$ cat src/design/lpd_pkg.sv
// shared constants and types for the low-power memory link
package lpd_pkg;
    localparam int CMD_W = 3;
    // command bit patterns on cs_n low (bit0, bit1, bit2)
    localparam logic [2:0] CMD_NOP = 3'h7;
    localparam logic [2:0] CMD_DEEP = 3'h3;
    localparam logic [2:0] CMD_READ = 3'h5;
    localparam logic [2:0] CMD_WRITE = 3'h1;
    localparam logic [2:0] CMD_ACT = 3'h2;
    localparam logic [2:0] CMD_PRE = 3'h6;
    localparam logic [2:0] CMD_MODE = 3'h0;
    localparam logic [2:0] CMD_REF = 3'h4;
    // op kinds asked by the controller user
    typedef enum logic [3:0] {
        OP_NONE, OP_READ, OP_WRITE, OP_WRITE_AP, OP_MRR, OP_MRW, OP_ACT, OP_PRE,
        OP_REF, OP_CAL_INIT, OP_CAL_LONG, OP_CAL_SHORT, OP_CAL_RESET
    } lpd_op_t;
    // mode write sub-codes carried on address lines
    localparam logic [1:0] MW_PLAIN = 2'h0;
    localparam logic [1:0] MW_CAL_INIT = 2'h1;
    localparam logic [1:0] MW_CAL_LONG = 2'h2;
    localparam logic [1:0] MW_CAL_SHORT = 2'h3;
    localparam int CLK_PS = 25000;
    // times in ps, except T_MRW_CK in cycles
    localparam int T_XP_PS = 7500;
    localparam int T_CKE_PS = 7500;
    localparam int T_IHCKE_PS = 250;
    localparam int T_ISCKE_PS = 250;
    localparam int T_WR_PS = 15000;
    localparam int T_DQSCK_PS = 5500;
    localparam int T_MRW_CK = 5;
    localparam int T_CAL_INIT_PS = 1000000;
    localparam int T_CAL_LONG_PS = 360000;
    localparam int T_CAL_SHORT_PS = 90000;
    // cycle counts, least times rounded up, never below one
    function automatic int cyc_up(input int ps);
        int c;
        c = (ps + CLK_PS - 1) / CLK_PS;
        return (c < 1) ? 1 : c;
    endfunction : cyc_up
    localparam int XP_CK = cyc_up(T_XP_PS);
    localparam int CKE_CK = cyc_up(T_CKE_PS);
    localparam int IHCKE_CK = cyc_up(T_IHCKE_PS);
    localparam int ISCKE_CK = cyc_up(T_ISCKE_PS);
    localparam int WR_CK = cyc_up(T_WR_PS);
    localparam int DQSCK_CK = cyc_up(T_DQSCK_PS);
    localparam int CAL_INIT_CK = cyc_up(T_CAL_INIT_PS);
    localparam int CAL_LONG_CK = cyc_up(T_CAL_LONG_PS);
    localparam int CAL_SHORT_CK = cyc_up(T_CAL_SHORT_PS);
    localparam int RL_CK = 3;
    localparam int WL_CK = 1;
    localparam int BL = 4;
    localparam int RD_PD_CK = RL_CK + DQSCK_CK + BL / 2 + 1;
    localparam int WR_PD_CK = WL_CK + 1 + BL / 2 + WR_CK;
    localparam int WRA_PD_CK = WL_CK + 1 + BL / 2 + WR_CK + 1;
    localparam int STABLE_CK = 2;
    localparam int CNT_W = 16;
    typedef enum logic [2:0] {
        ST_RUN, ST_PD, ST_PD_EXIT, ST_DEEP, ST_CAL
    } lpd_state_t;
endpackage : lpd_pkg

$ cat src/design/lpd_link_if.sv
// command link between memory controller and memory
`timescale 1ns/1ps
interface lpd_link_if;
    logic clk_en;
    logic cs_n;
    logic [2:0] cmd;
    logic [1:0] sub;
    logic clk_run;
    logic dq_oe_mem;
    logic ref_pin_tied;
    modport ctrl (output clk_en, output cs_n, output cmd, output sub, output clk_run, input dq_oe_mem);
    modport mem (input clk_en, input cs_n, input cmd, input sub, input clk_run, output dq_oe_mem,
        input ref_pin_tied);
endinterface : lpd_link_if

$ cat src/design/lpd_ctrl.sv
// controller side: command spacing before power-down and exit
`timescale 1ns/1ps
module lpd_ctrl
    import lpd_pkg::*;
(
    // clock and reset
    input wire logic CLOCK,
    input wire logic RST_N,
    // user requests
    input wire logic OP_VALID,
    input wire lpd_op_t OP_KIND,
    input wire logic PD_REQ,
    input wire logic DEEP_REQ,
    input wire logic WAKE_REQ,
    output logic OP_READY,
    output logic IN_PD,
    // link
    lpd_link_if.ctrl LINK
);
    lpd_state_t state_reg;
    logic [CNT_W-1:0] guard_reg;
    logic [CNT_W-1:0] cnt_reg;
    logic cke_reg, cs_n_reg, clk_run_reg;
    logic [2:0] cmd_reg;
    logic [1:0] sub_reg;
    logic [CNT_W-1:0] guard_next;
    logic [2:0] cmd_next;

    always_comb begin
        guard_next = (guard_reg != '0) ? guard_reg - 1'b1 : '0;
        cmd_next = CMD_NOP;
        unique case (OP_KIND)
            OP_READ: begin cmd_next = CMD_READ; guard_next = CNT_W'(RD_PD_CK); end
            OP_MRR: begin cmd_next = CMD_MODE; guard_next = CNT_W'(RD_PD_CK); end
            OP_WRITE: begin cmd_next = CMD_WRITE; guard_next = CNT_W'(WR_PD_CK); end
            OP_WRITE_AP: begin cmd_next = CMD_WRITE; guard_next = CNT_W'(WRA_PD_CK); end
            OP_MRW: begin cmd_next = CMD_MODE; guard_next = CNT_W'(T_MRW_CK); end
            OP_ACT: begin cmd_next = CMD_ACT; guard_next = CNT_W'(IHCKE_CK); end
            OP_PRE: begin cmd_next = CMD_PRE; guard_next = CNT_W'(IHCKE_CK); end
            OP_REF: begin cmd_next = CMD_REF; guard_next = CNT_W'(IHCKE_CK); end
            default: begin cmd_next = CMD_MODE; guard_next = '0; end
        endcase
        if (!(OP_VALID && OP_READY)) begin
            cmd_next = CMD_NOP;
            guard_next = (guard_reg != '0) ? guard_reg - 1'b1 : '0;
        end
    end

    always_ff @(posedge CLOCK or negedge RST_N) begin
        if (!RST_N) begin
            state_reg <= ST_RUN;
            guard_reg <= '0;
            cnt_reg <= '0;
            cke_reg <= 1'b1;
            cs_n_reg <= 1'b1;
            cmd_reg <= CMD_NOP;
            sub_reg <= MW_PLAIN;
            clk_run_reg <= 1'b1;
            OP_READY <= 1'b0;
            IN_PD <= 1'b0;
        end else begin
            cs_n_reg <= 1'b1;
            cmd_reg <= CMD_NOP;
            sub_reg <= MW_PLAIN;
            guard_reg <= guard_next;
            if (cnt_reg != '0) cnt_reg <= cnt_reg - 1'b1;
            unique case (state_reg)
                ST_RUN: begin
                    OP_READY <= 1'b1;
                    if (OP_VALID && OP_READY) begin
                        cs_n_reg <= 1'b0;
                        cmd_reg <= cmd_next;
                        unique case (OP_KIND)
                            OP_CAL_INIT: begin sub_reg <= MW_CAL_INIT; cnt_reg <= CNT_W'(CAL_INIT_CK); end
                            OP_CAL_LONG: begin sub_reg <= MW_CAL_LONG; cnt_reg <= CNT_W'(CAL_LONG_CK); end
                            OP_CAL_SHORT: begin sub_reg <= MW_CAL_SHORT; cnt_reg <= CNT_W'(CAL_SHORT_CK); end
                            default: sub_reg <= MW_PLAIN;
                        endcase
                        if (OP_KIND inside {OP_CAL_INIT, OP_CAL_LONG, OP_CAL_SHORT}) begin
                            state_reg <= ST_CAL;
                            OP_READY <= 1'b0;
                        end
                    end else if ((PD_REQ || DEEP_REQ) && guard_reg == '0 && cnt_reg == '0) begin
                        cke_reg <= 1'b0;
                        OP_READY <= 1'b0;
                        IN_PD <= 1'b1;
                        // clock keeps running for the longer of min low pulse and two cycles
                        cnt_reg <= CNT_W'((CKE_CK > STABLE_CK) ? CKE_CK : STABLE_CK);
                        if (DEEP_REQ) begin
                            cs_n_reg <= 1'b0;
                            cmd_reg <= CMD_DEEP;
                            state_reg <= ST_DEEP;
                        end else begin
                            state_reg <= ST_PD;
                        end
                    end
                end
                ST_CAL: begin
                    // only no-ops while calibrating, enable stays high
                    if (cnt_reg == '0) begin
                        state_reg <= ST_RUN;
                    end
                end
                ST_PD, ST_DEEP: begin
                    // clock stopped by user wake timing, parked low
                    clk_run_reg <= !(cnt_reg == '0 && !WAKE_REQ);
                    if (WAKE_REQ && cnt_reg == '0 && clk_run_reg) begin
                        state_reg <= ST_PD_EXIT;
                        cnt_reg <= CNT_W'(STABLE_CK - 1);
                    end
                end
                ST_PD_EXIT: begin
                    if (cnt_reg == '0 && !cke_reg) begin
                        cke_reg <= 1'b1;
                        cnt_reg <= CNT_W'((XP_CK > CKE_CK) ? XP_CK : CKE_CK);
                    end else if (cnt_reg == '0) begin
                        state_reg <= ST_RUN;
                        IN_PD <= 1'b0;
                    end
                end
                default: state_reg <= ST_RUN;
            endcase
        end
    end

    assign LINK.clk_en = cke_reg;
    assign LINK.cs_n = cs_n_reg;
    assign LINK.cmd = cmd_reg;
    assign LINK.sub = sub_reg;
    assign LINK.clk_run = clk_run_reg;
    // refresh timing stays with the user; reinit after deep exit too
endmodule : lpd_ctrl

$ cat src/flat_wrapper.sv
// flat-port wrapper written by rule: the top's interface ports become plain ports
module lpd_ctrl_flat import lpd_pkg::*;
  (CLOCK, RST_N, OP_VALID, OP_KIND, PD_REQ, DEEP_REQ, WAKE_REQ, OP_READY, IN_PD, LINK_clk_en, LINK_cs_n, LINK_cmd, LINK_sub, LINK_clk_run, LINK_dq_oe_mem);
  lpd_link_if LINK_i ();
  input wire logic CLOCK;
  input wire logic RST_N;
  input wire logic OP_VALID;
  input wire lpd_op_t OP_KIND;
  input wire logic PD_REQ;
  input wire logic DEEP_REQ;
  input wire logic WAKE_REQ;
  output logic OP_READY;
  output logic IN_PD;
  output wire logic [$bits(LINK_i.clk_en)-1:0] LINK_clk_en;
  output wire logic [$bits(LINK_i.cs_n)-1:0] LINK_cs_n;
  output wire logic [$bits(LINK_i.cmd)-1:0] LINK_cmd;
  output wire logic [$bits(LINK_i.sub)-1:0] LINK_sub;
  output wire logic [$bits(LINK_i.clk_run)-1:0] LINK_clk_run;
  input wire logic [$bits(LINK_i.dq_oe_mem)-1:0] LINK_dq_oe_mem;
  assign LINK_clk_en = LINK_i.clk_en;
  assign LINK_cs_n = LINK_i.cs_n;
  assign LINK_cmd = LINK_i.cmd;
  assign LINK_sub = LINK_i.sub;
  assign LINK_clk_run = LINK_i.clk_run;
  assign LINK_i.dq_oe_mem = LINK_dq_oe_mem;
  lpd_ctrl u_core (.CLOCK(CLOCK), .RST_N(RST_N), .OP_VALID(OP_VALID), .OP_KIND(OP_KIND), .PD_REQ(PD_REQ), .DEEP_REQ(DEEP_REQ), .WAKE_REQ(WAKE_REQ), .OP_READY(OP_READY), .IN_PD(IN_PD), .LINK(LINK_i));
endmodule
$ cat config.mk
export PLATFORM = sky130hd
export DESIGN_NAME = lpd_ctrl_flat
export DESIGN_NICKNAME = d
export VERILOG_FILES = /design/src/design/lpd_pkg.sv /design/src/design/lpd_link_if.sv /design/src/design/lpd_ctrl.sv /design/src/flat_wrapper.sv
export SDC_FILE = /design/constraint.sdc
export NUM_CORES = 1
export LEC_CHECK = 0
export BUFFER_PORTS_ARGS = -buffer_cell sky130_fd_sc_hd__buf_2
export CORE_MARGIN = 5
export CORE_UTILIZATION = 59
export DETAILED_ROUTE_END_ITERATION = 7
export PLACE_DENSITY = 0.84
export SYNTH_ARGS = -nofsm -noshare
export SYNTH_HDL_FRONTEND = slang
export SYNTH_SLANG_ARGS = --single-unit
export TNS_END_PERCENT = 10
$ cat constraint.sdc
create_clock -name CLOCK -period 2.4 [get_ports CLOCK]
set_input_delay 0.48 -clock CLOCK [delete_from_list [all_inputs] [get_ports CLOCK]]
set_output_delay 0.48 -clock CLOCK [all_outputs]
set_load 0.1 [all_outputs]
# ---- After elaboration in Yosys (flattened, before gate mapping)
# Memory sizes are Yosys's and may differ from the RTL's.
# Cells that the tools add are included.
dict set report classes {
  n_addsub 2
  n_eq_ne 15
  mux 40
  n_reduce_logical 22
}
# op n
set ops {}
lappend ops {{16-bit two-way mux} 7}
lappend ops {{16-bit case mux with 3 select lines} 2}
lappend ops {{16-bit logical NOT} 2}
lappend ops {{16-bit nonzero test} 2}
lappend ops {{16-bit by 1-bit subtractor with 16-bit output, second input constant} 2}
lappend ops {{3-bit two-way mux} 10}
lappend ops {{1-bit two-way mux} 14}
lappend ops {{4-bit equality test, second input constant} 3}
lappend ops {{3-bit case mux with 4 select lines} 1}
lappend ops {{2-bit by 1-bit != test with 1-bit output, second input constant} 4}
lappend ops {{4-bit AND reduction} 2}
lappend ops {{1-bit logical AND} 7}
lappend ops {{3-bit by 2-bit equality test with 1-bit output, second input constant} 2}
lappend ops {{2-bit two-way mux} 3}
lappend ops {{2-bit case mux with 3 select lines} 1}
lappend ops {{5-bit AND reduction} 1}
lappend ops {{2-bit != test, second input constant} 2}
lappend ops {{1-bit case mux with 2 select lines} 2}
lappend ops {{3-bit by 1-bit equality test with 1-bit output, second input constant} 1}
lappend ops {{3-bit equality test, second input constant} 1}
lappend ops {{1-bit logical NOT} 3}
lappend ops {{3-bit logical NOT} 1}
lappend ops {{3-bit by 1-bit != test with 1-bit output, second input constant} 1}
lappend ops {{3-bit != test, second input constant} 1}
lappend ops {{4 further kinds} 4}
dict set report word_totals {
  ff_bits 45
  rom_bits 96
  input_bits 11
  output_inout_bits 10
  wordCells 90
  mem_count 1
}
# name depth width rd rd_clocked_by_memory_dff wr line
set mem_list {}
lappend mem_list {{(no name shown)} 16 6 1 0 0 lpd_ctrl.sv:32} ;# unique case (OP_KIND)

# ---- Longest topological paths before layout
# Gate-level depths: netlist of run 1.
dict set report depth {
  word_depth 6
  ltp_mapped 9
  depth_no_buf 8
}

# ---- Worst setup path before layout of run 1
# Ideal clock, no wire load.
dict set report synth_path {
  path_type {reg2reg}
  from {register u_core.OP_READY}
  to {register u_core.cnt_reg[10]}
  setup_ps 121
  arrival_time_ps 2045
  required_ps 2279
  setup_slack_ps 234
  stages_incl_launch_ff 8
  n_path_buf 1
  synth_period_minus_slack_ps 2166
  cell_sequence {dfrtp_1 nand2_1 nor2_1 o31ai_1 o2bb2ai_1 nor2_1 buf_2 nor2_1}
}
dict set report synth_between {
  elab_chain_cells 3
}
# item line
set synth_lines {}
lappend synth_lines {{from (decl)} lpd_ctrl.sv:15} ;# output logic OP_READY,
lappend synth_lines {{from (signal assigned)} lpd_ctrl.sv:59} ;# OP_READY <= 1'b0;
lappend synth_lines {{from (signal assigned)} lpd_ctrl.sv:69} ;# OP_READY <= 1'b1;
lappend synth_lines {{from (signal assigned)} lpd_ctrl.sv:81} ;# OP_READY <= 1'b0;
lappend synth_lines {{1-bit logical AND} lpd_ctrl.sv:70} ;# if (OP_VALID && OP_READY) begin
lappend synth_lines {{16-bit two-way mux} lpd_ctrl.sv:70}
lappend synth_lines {{16-bit case mux with 3 select lines} lpd_ctrl.sv:67} ;# unique case (state_reg)
lappend synth_lines {{to (signal assigned)} lpd_ctrl.sv:66} ;# if (cnt_reg != '0) cnt_reg <= cnt_reg - 1'b1;
lappend synth_lines {{to (signal assigned)} lpd_ctrl.sv:88} ;# cnt_reg <= CNT_W'((CKE_CK > STABLE_CK) ? CKE_CK : STABLE_CK);
lappend synth_lines {{to (signal assigned)} lpd_ctrl.sv:109} ;# cnt_reg <= CNT_W'(STABLE_CK - 1);
lappend synth_lines {{to (decl)} lpd_ctrl.sv:22} ;# logic [CNT_W-1:0] cnt_reg;
# No other way between the ends.
# A chain may end at the register's enable or synchronous reset.

# ---- Worst setup path after layout of run 1
dict set report layout_path {
  from {register u_core.cnt_reg[5]}
  to {register u_core.state_reg[2]}
}
dict set report layout_between {
  elab_chain_cells 5
  word_cells_on_any_way 12
  cone_classes {eq/ne (3); mux (3); reduce/logical (6)}
}
# item line
set layout_lines {}
lappend layout_lines {{16-bit logical NOT (*)} n/a}
lappend layout_lines {{1-bit logical AND (2 in series)} lpd_ctrl.sv:107} ;# if (WAKE_REQ && cnt_reg == '0 && clk_run_reg) begin
lappend layout_lines {{2-bit by 1-bit != test with 1-bit output (no source line)} n/a}
lappend layout_lines {{4-bit AND reduction (no source line)} n/a}
lappend layout_lines {{to (signal assigned)} lpd_ctrl.sv:108} ;# state_reg <= ST_PD_EXIT;
lappend layout_lines {{to (signal assigned)} lpd_ctrl.sv:117} ;# state_reg <= ST_RUN;
lappend layout_lines {{to (signal assigned)} lpd_ctrl.sv:121} ;# default: state_reg <= ST_RUN;
lappend layout_lines {{to (decl)} lpd_ctrl.sv:20} ;# lpd_state_t state_reg;
# Every way passes the cells marked *; elsewhere a longest branch is shown, timed or not. The select of a mux whose other input is x is not followed.

==> metrics.cfg, run 1 <==
[global_routing]
grt_pass1_wl_um = 8093
grt_use_total_pct = 19.03
antenna_found_initial = 0
grt_pass1_vias = 1784
grt_overflow = 0
grt_max_degree = 25

[route]
dr.pass1.iters = 4
wire_per_inst_um = 13.57
drt_iter0_drc = 117
vias = 1899
drc = 0
finalWirelength_um = 4574
viasPerCell = 5.635
ant_nets = 0

[sta]
setup_tns_ps = 0
period_needed_ps = 2193
hold_viol = 0
tightest_slew_ps = 514.9
relSlewSlack_pct = 65.67
finalCritPeriodShare_pct = 91.37
setup_viol = 0
drv_slew = 0
fmax_mhz = 456.0
rsz0062_at_grt = false
clock-skew-final_ps = 5.815

[worst_setup_path]
worstPathArrival_ps = 2410
cp-end-kind = flop
critPathMaxFanout = 16
timing.critical_path.required_ps = 2620
critical_path_class = reg2reg
start_kind = flop
slowest_stage = dfrtp_1
cp_cell_sequence = nor4_4, nand4_4, o21ai_2, nand3_1, a2111o_1, a21boi_1
max_stage_delay_ps = 440

[synthesis]
synth_area_leaders = dfrtp_1 (39%), dfstp_2 (6.4%), nor2_1 (5.8%)
synth.distinct_cells = 49
async_flop_share_pct = 100.0
synthFlopType = dfrtp_1
synth_cells = 264
yosysSeqAreaShare_pct = 45.85
synth.cell_area_sq_um = 2472
syn-num-nets = 283
synth_edf_count = 0
yosysTopAreaCell = dfrtp_1
avgSynthCellArea_sq_um = 9.365
ys_warn_count = 0
ys_seq_elements = 45
yosysTopAreaCellShare_pct = 39.47

[outcome]
status = finished clean

[layout]
nets = 305
diodes = 0
final_area_sq_um = 2726
area_growth_pct = 10.27
final_layout_size_suffix_gt1_share_pct = 16.38

[place]
hpwl_um = 3395
place.gp.congestion = 0.8770
dpl_cell_area_sq_um = 2631
io_buffer_count = 19

[power_and_ir_drop]
ir_worst_vdd_mv = 0.8274
p_leak_nw = 1.204
power_mw = 3.693
power_density_nw_per_um2 = 1354

[floorplan]
core_sq_um = 4029
rows = 23
die_h_um = 74.74
die_area_sq_um = 5585
initial_core_util_pct = 61.37
io_pins = 21
die_w_um = 74.74

[cts]
cts_tree = yes
cts_hold_buf = 0
htree_levels = 2
cts_inserted_buffers = 5
clk_pin_slew_worst_paths_ps = 80
max-clock-path-buffers = 2
clk_latency_ps = 290
root_buffer = clkbuf_8
clock-sinks = 45

[job]
drv_cap = 0

[min_path]
hold_path.class = in2async

## critical path, delay by kind of cell (launching register included)
family           cells  cell delay, ps
AO/OA/AOI/OAI        3             800
flip-flops           1             440
AND/OR/NAND/NOR      3             870
## synth_stat cells, drive strengths merged, types with 2 or more instances
master   n
nand3    9
dfrtp   39
nand2   26
o32ai    2
inv     11
dfstp    6
xnor2   14
nand4    2
and2     2
nor4    10
nor3    13
a31oi    2
a32oi    2
o31ai    3
xor2     9
nor2b    2
or3      6
o21ai   18
clkbuf   6
buf      3
o21bai   2
a21oi   10
ha       8
nor2    38
o21a     3
## report_power, final
part	switching, mW	internal, mW	leakage, nW
clock network	0.246	0.206	0.0385
registers	0.298	1.05	0.573
logic	1.21	0.684	0.593
total	1.75	1.94	1.20
## per-layer routing
layer,vias to the layer above,share of wire (%),track usage (%)
met3,6,3.9,4.539
li1,966,-,-
met4,0,1.5,7.115
met5,-,0,0
met1,886,48,25.02
met2,41,47,30.73
## timing repair
item / in CTS / in global routing
setup buffers: 0 / 0
setup endpoints to repair: 0 / 13
gates resized for setup: 0 / 2
## path summary, 6_finish.rpt
path | start | to | slack [ps] | depth (start not counted)
setup / recovery | u_core.cnt_reg[5] | u_core.state_reg[2] | 210 | 6
max in group asynchronous | RST_N | u_core.LINK.clk_run | 1610 | 2
setup reg to reg | u_core.cnt_reg[5] | u_core.state_reg[2] | 210 | 6
min in group CLOCK | OP_KIND[3] | u_core.LINK.cmd[0] | 430 | 2
hold reg to reg | u_core.IN_PD | u_core.IN_PD | 500 | 2
hold / removal | RST_N | u_core.LINK.sub[0] | 150 | 1
## cells in the final DEF, fill, tap and decap left out, types with 2 or more instances in the layout
| cell | Yosys | routed |
|---|---|---|
| a21oi_1 | 10 | 10 |
| a31oi_1 | 2 | 2 |
| a32oi_1 | 2 | 2 |
| and2_1 | 2 | 2 |
| buf_2 | 2 | 19 |
| buf_4 | 0 | 5 |
| clkbuf_1 | 6 | 2 |
| clkbuf_8 | 0 | 5 |
| dfrtp_1 | 39 | 39 |
| dfstp_2 | 6 | 6 |
| ha_1 | 8 | 8 |
| inv_1 | 11 | 11 |
| nand2_1 | 26 | 26 |
| nand3_1 | 9 | 9 |
| nor2_1 | 38 | 38 |
| nor2b_1 | 2 | 2 |
| nor3_1 | 10 | 10 |
| nor3_2 | 3 | 3 |
| nor4_1 | 7 | 7 |
| nor4_4 | 3 | 3 |
| o21a_1 | 3 | 3 |
| o21ai_0 | 15 | 15 |
| o21ai_1 | 2 | 2 |
| o21bai_1 | 2 | 2 |
| o31ai_1 | 3 | 3 |
| o32ai_1 | 2 | 2 |
| or3_1 | 6 | 6 |
| xnor2_1 | 14 | 14 |
| xor2_1 | 9 | 9 |
## through the flow
step | instances | utilization [%] | hold slack (ps) | worst slack [ps]
after floorplan | 264 | - | 184.4 | 233.8
after global placement | 329 | 65.31 | 455.6 | 196.3
after detailed placement | 329 | 65.31 | 482.5 | 102.7
after CTS | 337 | 67.39 | 157.6 | 80.76
after global routing | 337 | 67.67 | 183.2 | 62.16
final | 337 | 67.67 | 145.8 | 207.2
## final cells by class
class | instances | area (sq um)
multi-input combinational | 199 | 1272
sequential | 45 | 1134
inverter | 11 | 41.29
tap | 50 | 62.56
timing repair buffer | 24 | 132.6
fill | 330 | 1303
clock inverter | 1 | 7.507
clock buffer | 7 | 76.32
## logic make-up after synthesis
kind of cell | after synthesis | synth area share [%]
XOR/XNOR | 23 | 8.148
adder cells (fa/ha/maj) | 8 | 4.049
AND/OR/NAND/NOR | 116 | 25.25
flip-flops | 45 | 45.85
buffers and inverters | 20 | 3.137
AO/OA/AOI/OAI | 51 | 13.16
multiplexers | 1 | 0.4049
Note: power is estimated with default switching activity, not from simulation.
==> inputs of run 2 (changes only) <==
--- a/config.mk
+++ b/config.mk
@@ -5,6 +5,7 @@
 export SDC_FILE = /design/constraint.sdc
 export NUM_CORES = 1
 export LEC_CHECK = 0
+export ABC_CLOCK_PERIOD_IN_PS = 2200
 export BUFFER_PORTS_ARGS = -buffer_cell sky130_fd_sc_hd__buf_2
 export CORE_MARGIN = 5
 export CORE_UTILIZATION = 59
==> constraint.sdc (replaced) <==
create_clock -name CLOCK -period 2.2 [get_ports CLOCK]
set_input_delay 0.44 -clock CLOCK [delete_from_list [all_inputs] [get_ports CLOCK]]
set_output_delay 0.44 -clock CLOCK [all_outputs]
set_load 0.1 [all_outputs]
==> metrics.cfg, run 2 (synthesized netlist as in run 1, its figures left out) <==
[layout]
area_growth_pct = 14.73
nets = 316  ; +3.6%
final_area_sq_um = 2836  ; +4.0%
final_common_cell = dfrtp_1
fin_util_pct = 70.40  ; +2.7 points
final_cell_mix = dfrtp_1 (39), nor2_1 (38), nand2_1 (26), buf_2 (19), o21ai_0 (15)
final_layout_size_suffix_gt1_share_pct = 20.13  ; +3.8 points
final_cells = 348  ; +3.3%
diodes = 0  ; unchanged

[sta]
rsz0062_at_grt = true
setup_viol = 0  ; unchanged
clock-skew-final_ps = 7.334  ; +1.519 ps
relSlewSlack_pct = 61.55  ; -4.1 points
hold_viol = 0  ; unchanged
drv_slew = 0  ; unchanged
finalCritPeriodShare_pct = 97.64  ; +6.3 points
setup_tns_ps = 0  ; unchanged
holdWs_ps = 127.6  ; -18.23 ps
fmax_mhz = 465.5  ; +2.1%
period_needed_ps = 2148  ; -44.64 ps
tightest_slew_ps = 576.8  ; +61.85 ps

[route]
highest_layer = met4
vias = 2030  ; +6.9%
drt_iter0_drc = 121  ; +3.4%
dr.pass1.iters = 5  ; +1
drc = 0  ; unchanged
finalWirelength_um = 5332  ; +17%
met1Wirelength_um = 2299  ; +5.7%
wl_met2_um = 2650  ; +23%
ant_nets = 0  ; unchanged
viasPerCell = 5.833  ; +3.5%
wire_per_inst_um = 15.32  ; +13%
route.met3.wl_um = 267  ; +51%

[power_and_ir_drop]
power_density_nw_per_um2 = 1523  ; +12%
netSwitchingFraction_pct = 47.82  ; +0.33 points
ir_worst_vdd_mv = 0.8630  ; +4.3%
switchingPower_mw = 2.066  ; +18%
p_leak_nw = 1.267  ; +5.2%
combPwrFrac_pct = 53.3  ; +2.0 points
seq_power_share_pct = 34.0  ; -2.5 points
clkPwrFrac_pct = 12.7  ; +0.5 points
p_int_mw = 2.254  ; +16%

[global_routing]
antenna_found_initial = 0  ; unchanged
grt_max_degree = 27  ; +8.0%
grt_overflow = 0  ; unchanged
grt_pass1_wl_um = 8618  ; +6.5%
grt_pass1_vias = 1975  ; +11%
grt_use_total_pct = 20.23  ; +1.2 points

[cts]
cts_tree = yes
root_buffer = clkbuf_8
cts_hold_buf = 0  ; unchanged
cts_inserted_buffers = 5  ; unchanged
clk_latency_ps = 300  ; about the same
clock-sinks = 45  ; unchanged
clk_pin_slew_worst_paths_ps = 90  ; about the same
htree_levels = 2  ; unchanged
max-clock-path-buffers = 2  ; unchanged

[place]
io_buffer_count = 19  ; unchanged
dp.cells = 335  ; +1.8%
dpl_cell_area_sq_um = 2676  ; +1.7%
place.gp.congestion = 0.8153  ; -7.0%
hpwl_um = 3493  ; +2.9%

[worst_setup_path]
worstPathArrival_ps = 2350  ; -60 ps
critical_path_class = reg2reg
start_kind = flop
cp-end-kind = flop
timing.critical_path.required_ps = 2400  ; -220 ps
critPathMaxFanout = 11  ; -5

[floorplan]
die_area_sq_um = 5585  ; unchanged
initial_core_util_pct = 61.37  ; unchanged
die_h_um = 74.74  ; unchanged
rows = 23  ; unchanged
core_sq_um = 4029  ; unchanged
io_pins = 21  ; unchanged
die_w_um = 74.74  ; unchanged

[outcome]
status = finished clean

[min_path]
hold_path.class = in2async

[job]
drv_cap = 0  ; unchanged

==> run 2: power by group through the flow <==
stage / clock (mW) / combinational (mW) / sequential (mW)
2_1_floorplan: 0 / 1.35 / 1.79
3_3_place_gp: 0 / 2.10 / 1.44
3_5_place_dp: 0 / 2.16 / 1.46
4_1_cts: 0.557 / 2.19 / 1.45
5_1_grt: 0.592 / 2.51 / 1.51
6_report: 0.550 / 2.30 / 1.47
==> run 2: worst paths after layout <==
path | from | endpoint | slack (ps) | cells after the start
worst max-delay path | u_core.cnt_reg[1] | u_core.cnt_reg[15] | 50 | 10
worst min-delay path | RST_N | u_core.guard_reg[1] | 130 | 1
worst max register to register | u_core.cnt_reg[1] | u_core.cnt_reg[15] | 50 | 10
worst min register to register | u_core.IN_PD | u_core.IN_PD | 500 | 2
max in group asynchronous | RST_N | u_core.LINK.clk_run | 1420 | 2
min in group CLOCK | OP_KIND[3] | u_core.LINK.cmd[0] | 380 | 2
==> run 2: layer usage <==
| metal | track usage (%) | vias to the layer above |
|---|---|---|
| li1 | - | 985 |
| met2 | 33.76 | 57 |
| met1 | 24.83 | 979 |
| met4 | 9.881 | 0 |
| met3 | 4.539 | 9 |
| met5 | 0 | - |
==> run 2: final cells by class <==
type	count	area, sq um
Multi-Input combinational cell	200	1291
Clock buffer	6	82.58
Tap cell	50	62.56
Inverter	11	41.29
Clock inverter	2	13.76
Sequential cell	45	1134
Fill cell	308	1192
Timing Repair Buffer	34	211.5
==> run 2: worst max-delay path: stages (launching register included) <==
cell and delay (ps):
dfrtp_1 400, inv_1 90, ha_1 180, nor3b_4 300
nand4_4 190, buf_4 190, nor2_1 130, o21bai_1 150
nor2_1 180, buf_6 170, nor2_1 60
==> run 2: stage by stage <==
stage	setup WS, ps	total power, mW
after floorplan	33.80	3.140
after global placement	69.17	3.543
after detailed placement	-5.175	3.620
after CTS	88.51	4.202
after global routing	-47.09	4.606
final	51.85	4.320
==> run 2: repair_timing <==
item / 4_1_cts / 5_1_grt
gates resized for setup: 1 / 3
buffers inserted: 0 / 4
pin swaps: 0 / 2
gates cloned: 0 / 1
setup endpoints to repair: 1 / 13
==> inputs of run 3 (changes only) <==
--- a/config.mk
+++ b/config.mk
@@ -11,6 +11,7 @@
 export CORE_UTILIZATION = 59
 export DETAILED_ROUTE_END_ITERATION = 7
 export PLACE_DENSITY = 0.84
+export REMOVE_ABC_BUFFERS = 1
 export SYNTH_ARGS = -nofsm -noshare
 export SYNTH_HDL_FRONTEND = slang
 export SYNTH_SLANG_ARGS = --single-unit
==> metrics.cfg, run 3 (synthesized netlist as in run 1, its figures left out) <==
[global_routing]
antenna_found_initial = 0  ; unchanged
grt_max_degree = 30  ; +11%
grt_pass1_vias = 1912  ; -3.2%
grt_use_total_pct = 20.43  ; +0.20 points
top_usage_layer = met2
met2_usage_pct = 33.17  ; -0.59 points
grt_overflow = 0  ; unchanged
met1_usage_pct = 27.10  ; +2.3 points
met3_usage_pct = 4.673  ; +0.13 points
grt_pass1_wl_um = 8583  ; -0.41%

[min_path]
hold_path.class = in2async

[floorplan]
initial_core_util_pct = 61.37  ; unchanged
core_sq_um = 4029  ; unchanged
rows = 23  ; unchanged
die_h_um = 74.74  ; unchanged
die_area_sq_um = 5585  ; unchanged
io_pins = 21  ; unchanged
die_w_um = 74.74  ; unchanged

[job]
drv_cap = 0  ; unchanged

[route]
finalWirelength_um = 4978  ; -6.6%
drc = 0  ; unchanged
dr.pass1.iters = 4  ; -1
wire_per_inst_um = 14.51  ; -5.3%
viasPerCell = 5.781  ; -0.89%
drt_iter0_drc = 145  ; +20%
ant_nets = 0  ; unchanged
vias = 1983  ; -2.3%

[power_and_ir_drop]
switchingPower_mw = 1.974  ; -4.4%
p_leak_nw = 1.258  ; -0.67%
power_mw = 4.309  ; -0.25%
clkPwrFrac_pct = 14.9  ; +2.2 points
p_int_mw = 2.335  ; +3.6%
netSwitchingFraction_pct = 45.82  ; -2.0 points
seq_power_share_pct = 33.9  ; about the same
power_density_nw_per_um2 = 1533  ; +0.64%
ir_worst_vdd_mv = 0.7560  ; -12%
combPwrFrac_pct = 51.1  ; -2.2 points

[worst_setup_path]
critical_path_class = reg2reg
reg2reg_depth = 6  ; -4
start_kind = flop
worstPathArrival_ps = 2300  ; -50 ps
cp-end-kind = flop
critPathMaxFanout = 11  ; unchanged
timing.critical_path.required_ps = 2430  ; +30 ps

[cts]
clk_pin_slew_worst_paths_ps = 80  ; about the same
cts.repair.resized = 0  ; -1
max-clock-path-buffers = 2  ; unchanged
clk_latency_ps = 300  ; about the same
root_buffer = clkbuf_8
cts_tree = yes
cts_hold_buf = 0  ; unchanged
htree_levels = 2  ; unchanged
clock-sinks = 45  ; unchanged
cts_inserted_buffers = 5  ; unchanged
post_cts_buffers = 0  ; unchanged

[layout]
nets = 311  ; -1.6%
nFillCells = 326  ; +5.8%
final_cell_mix = dfrtp_1 (39), nor2_1 (38), nand2_1 (26), buf_2 (19), o21ai_0 (15)
final_area_sq_um = 2811  ; -0.88%
diodes = 0  ; unchanged
area_growth_pct = 13.71
final_layout_size_suffix_gt1_share_pct = 18.77  ; -1.4 points
final_common_cell = dfrtp_1

[sta]
fmax_mhz = 482.6  ; +3.7%
clock-skew-final_ps = 5.329  ; -2.005 ps
setup_viol = 0  ; unchanged
setup_tns_ps = 0  ; unchanged
relSlewSlack_pct = 58.27  ; -3.3 points
rsz0062_at_grt = true
finalCritPeriodShare_pct = 94.19  ; -3.5 points
period_needed_ps = 2072  ; -76.02 ps
drv_slew = 0  ; unchanged
holdWs_ps = 146.8  ; +19.23 ps
hold_viol = 0  ; unchanged
tightest_slew_ps = 625.9  ; +49.16 ps

[outcome]
status = finished clean

[place]
io_buffer_count = 19  ; unchanged
dpl_cell_area_sq_um = 2676  ; unchanged
place.gp.congestion = 0.8164  ; +0.13%
hpwl_um = 3597  ; +3.0%

-- run 3: area by class of cell --
class	instances	area [sq um]	share of cell area, %
clock buffer	7	86.33	3.071
sequential	45	1134	40.32
multi-input combinational	199	1280	45.53
inverter	11	41.29	1.469
timing repair buffer	30	177.7	6.320
tap	50	62.56	2.225
clock inverter	1	30.03	1.068
-- run 3: per-layer routing --
layer | wire (um) | vias to the layer above | share of wire [%]
li1 | - | 978 | -
met1 | 2173 | 942 | 44
met2 | 2427 | 55 | 49
met3 | 299 | 8 | 6.0
met4 | 77 | 0 | 1.5
met5 | 0 | - | 0
-- run 3: path summary, 6_finish.rpt --
| path | from | end | slack (ps) |
|---|---|---|---|
| setup / recovery | u_core.cnt_reg[12] | u_core.state_reg[2] | 130 |
| hold / removal | RST_N | u_core.OP_READY | 150 |
| setup reg to reg | u_core.cnt_reg[12] | u_core.state_reg[2] | 130 |
| hold reg to reg | u_core.IN_PD | u_core.IN_PD | 480 |
| max in group asynchronous | RST_N | u_core.LINK.cmd[0] | 1400 |
| min in group CLOCK | OP_KIND[3] | u_core.LINK.cmd[0] | 390 |
-- run 3: critical path, stage by stage (launching register included) --
cell	delay [ps]
dfrtp_1	450
nor4_4	400
nand4_4	250
o21ai_1	200
nand3_1	150
a2111o_1	410
a21boi_1	150
-- run 3: through the flow --
stage               instances  utilization [%]  worst slack, ps
global placement          335            66.43            105.7
global route              343            69.78           -24.51
CTS                       343            69.32            15.04
detailed placement        335            66.43            33.96
finish                    343            69.78            127.9
floorplan                 255                -           -338.1
-- run 3: power by group through the flow --
stage | clock network [mW] | registers [mW] | logic (mW)
3_5_place_dp | 0 | 1.46 | 2.16
4_1_cts | 0.659 | 1.45 | 2.19
2_1_floorplan | 0 | 1.82 | 1.28
5_1_grt | 0.686 | 1.50 | 2.44
6_report | 0.644 | 1.46 | 2.20
3_3_place_gp | 0 | 1.44 | 2.11
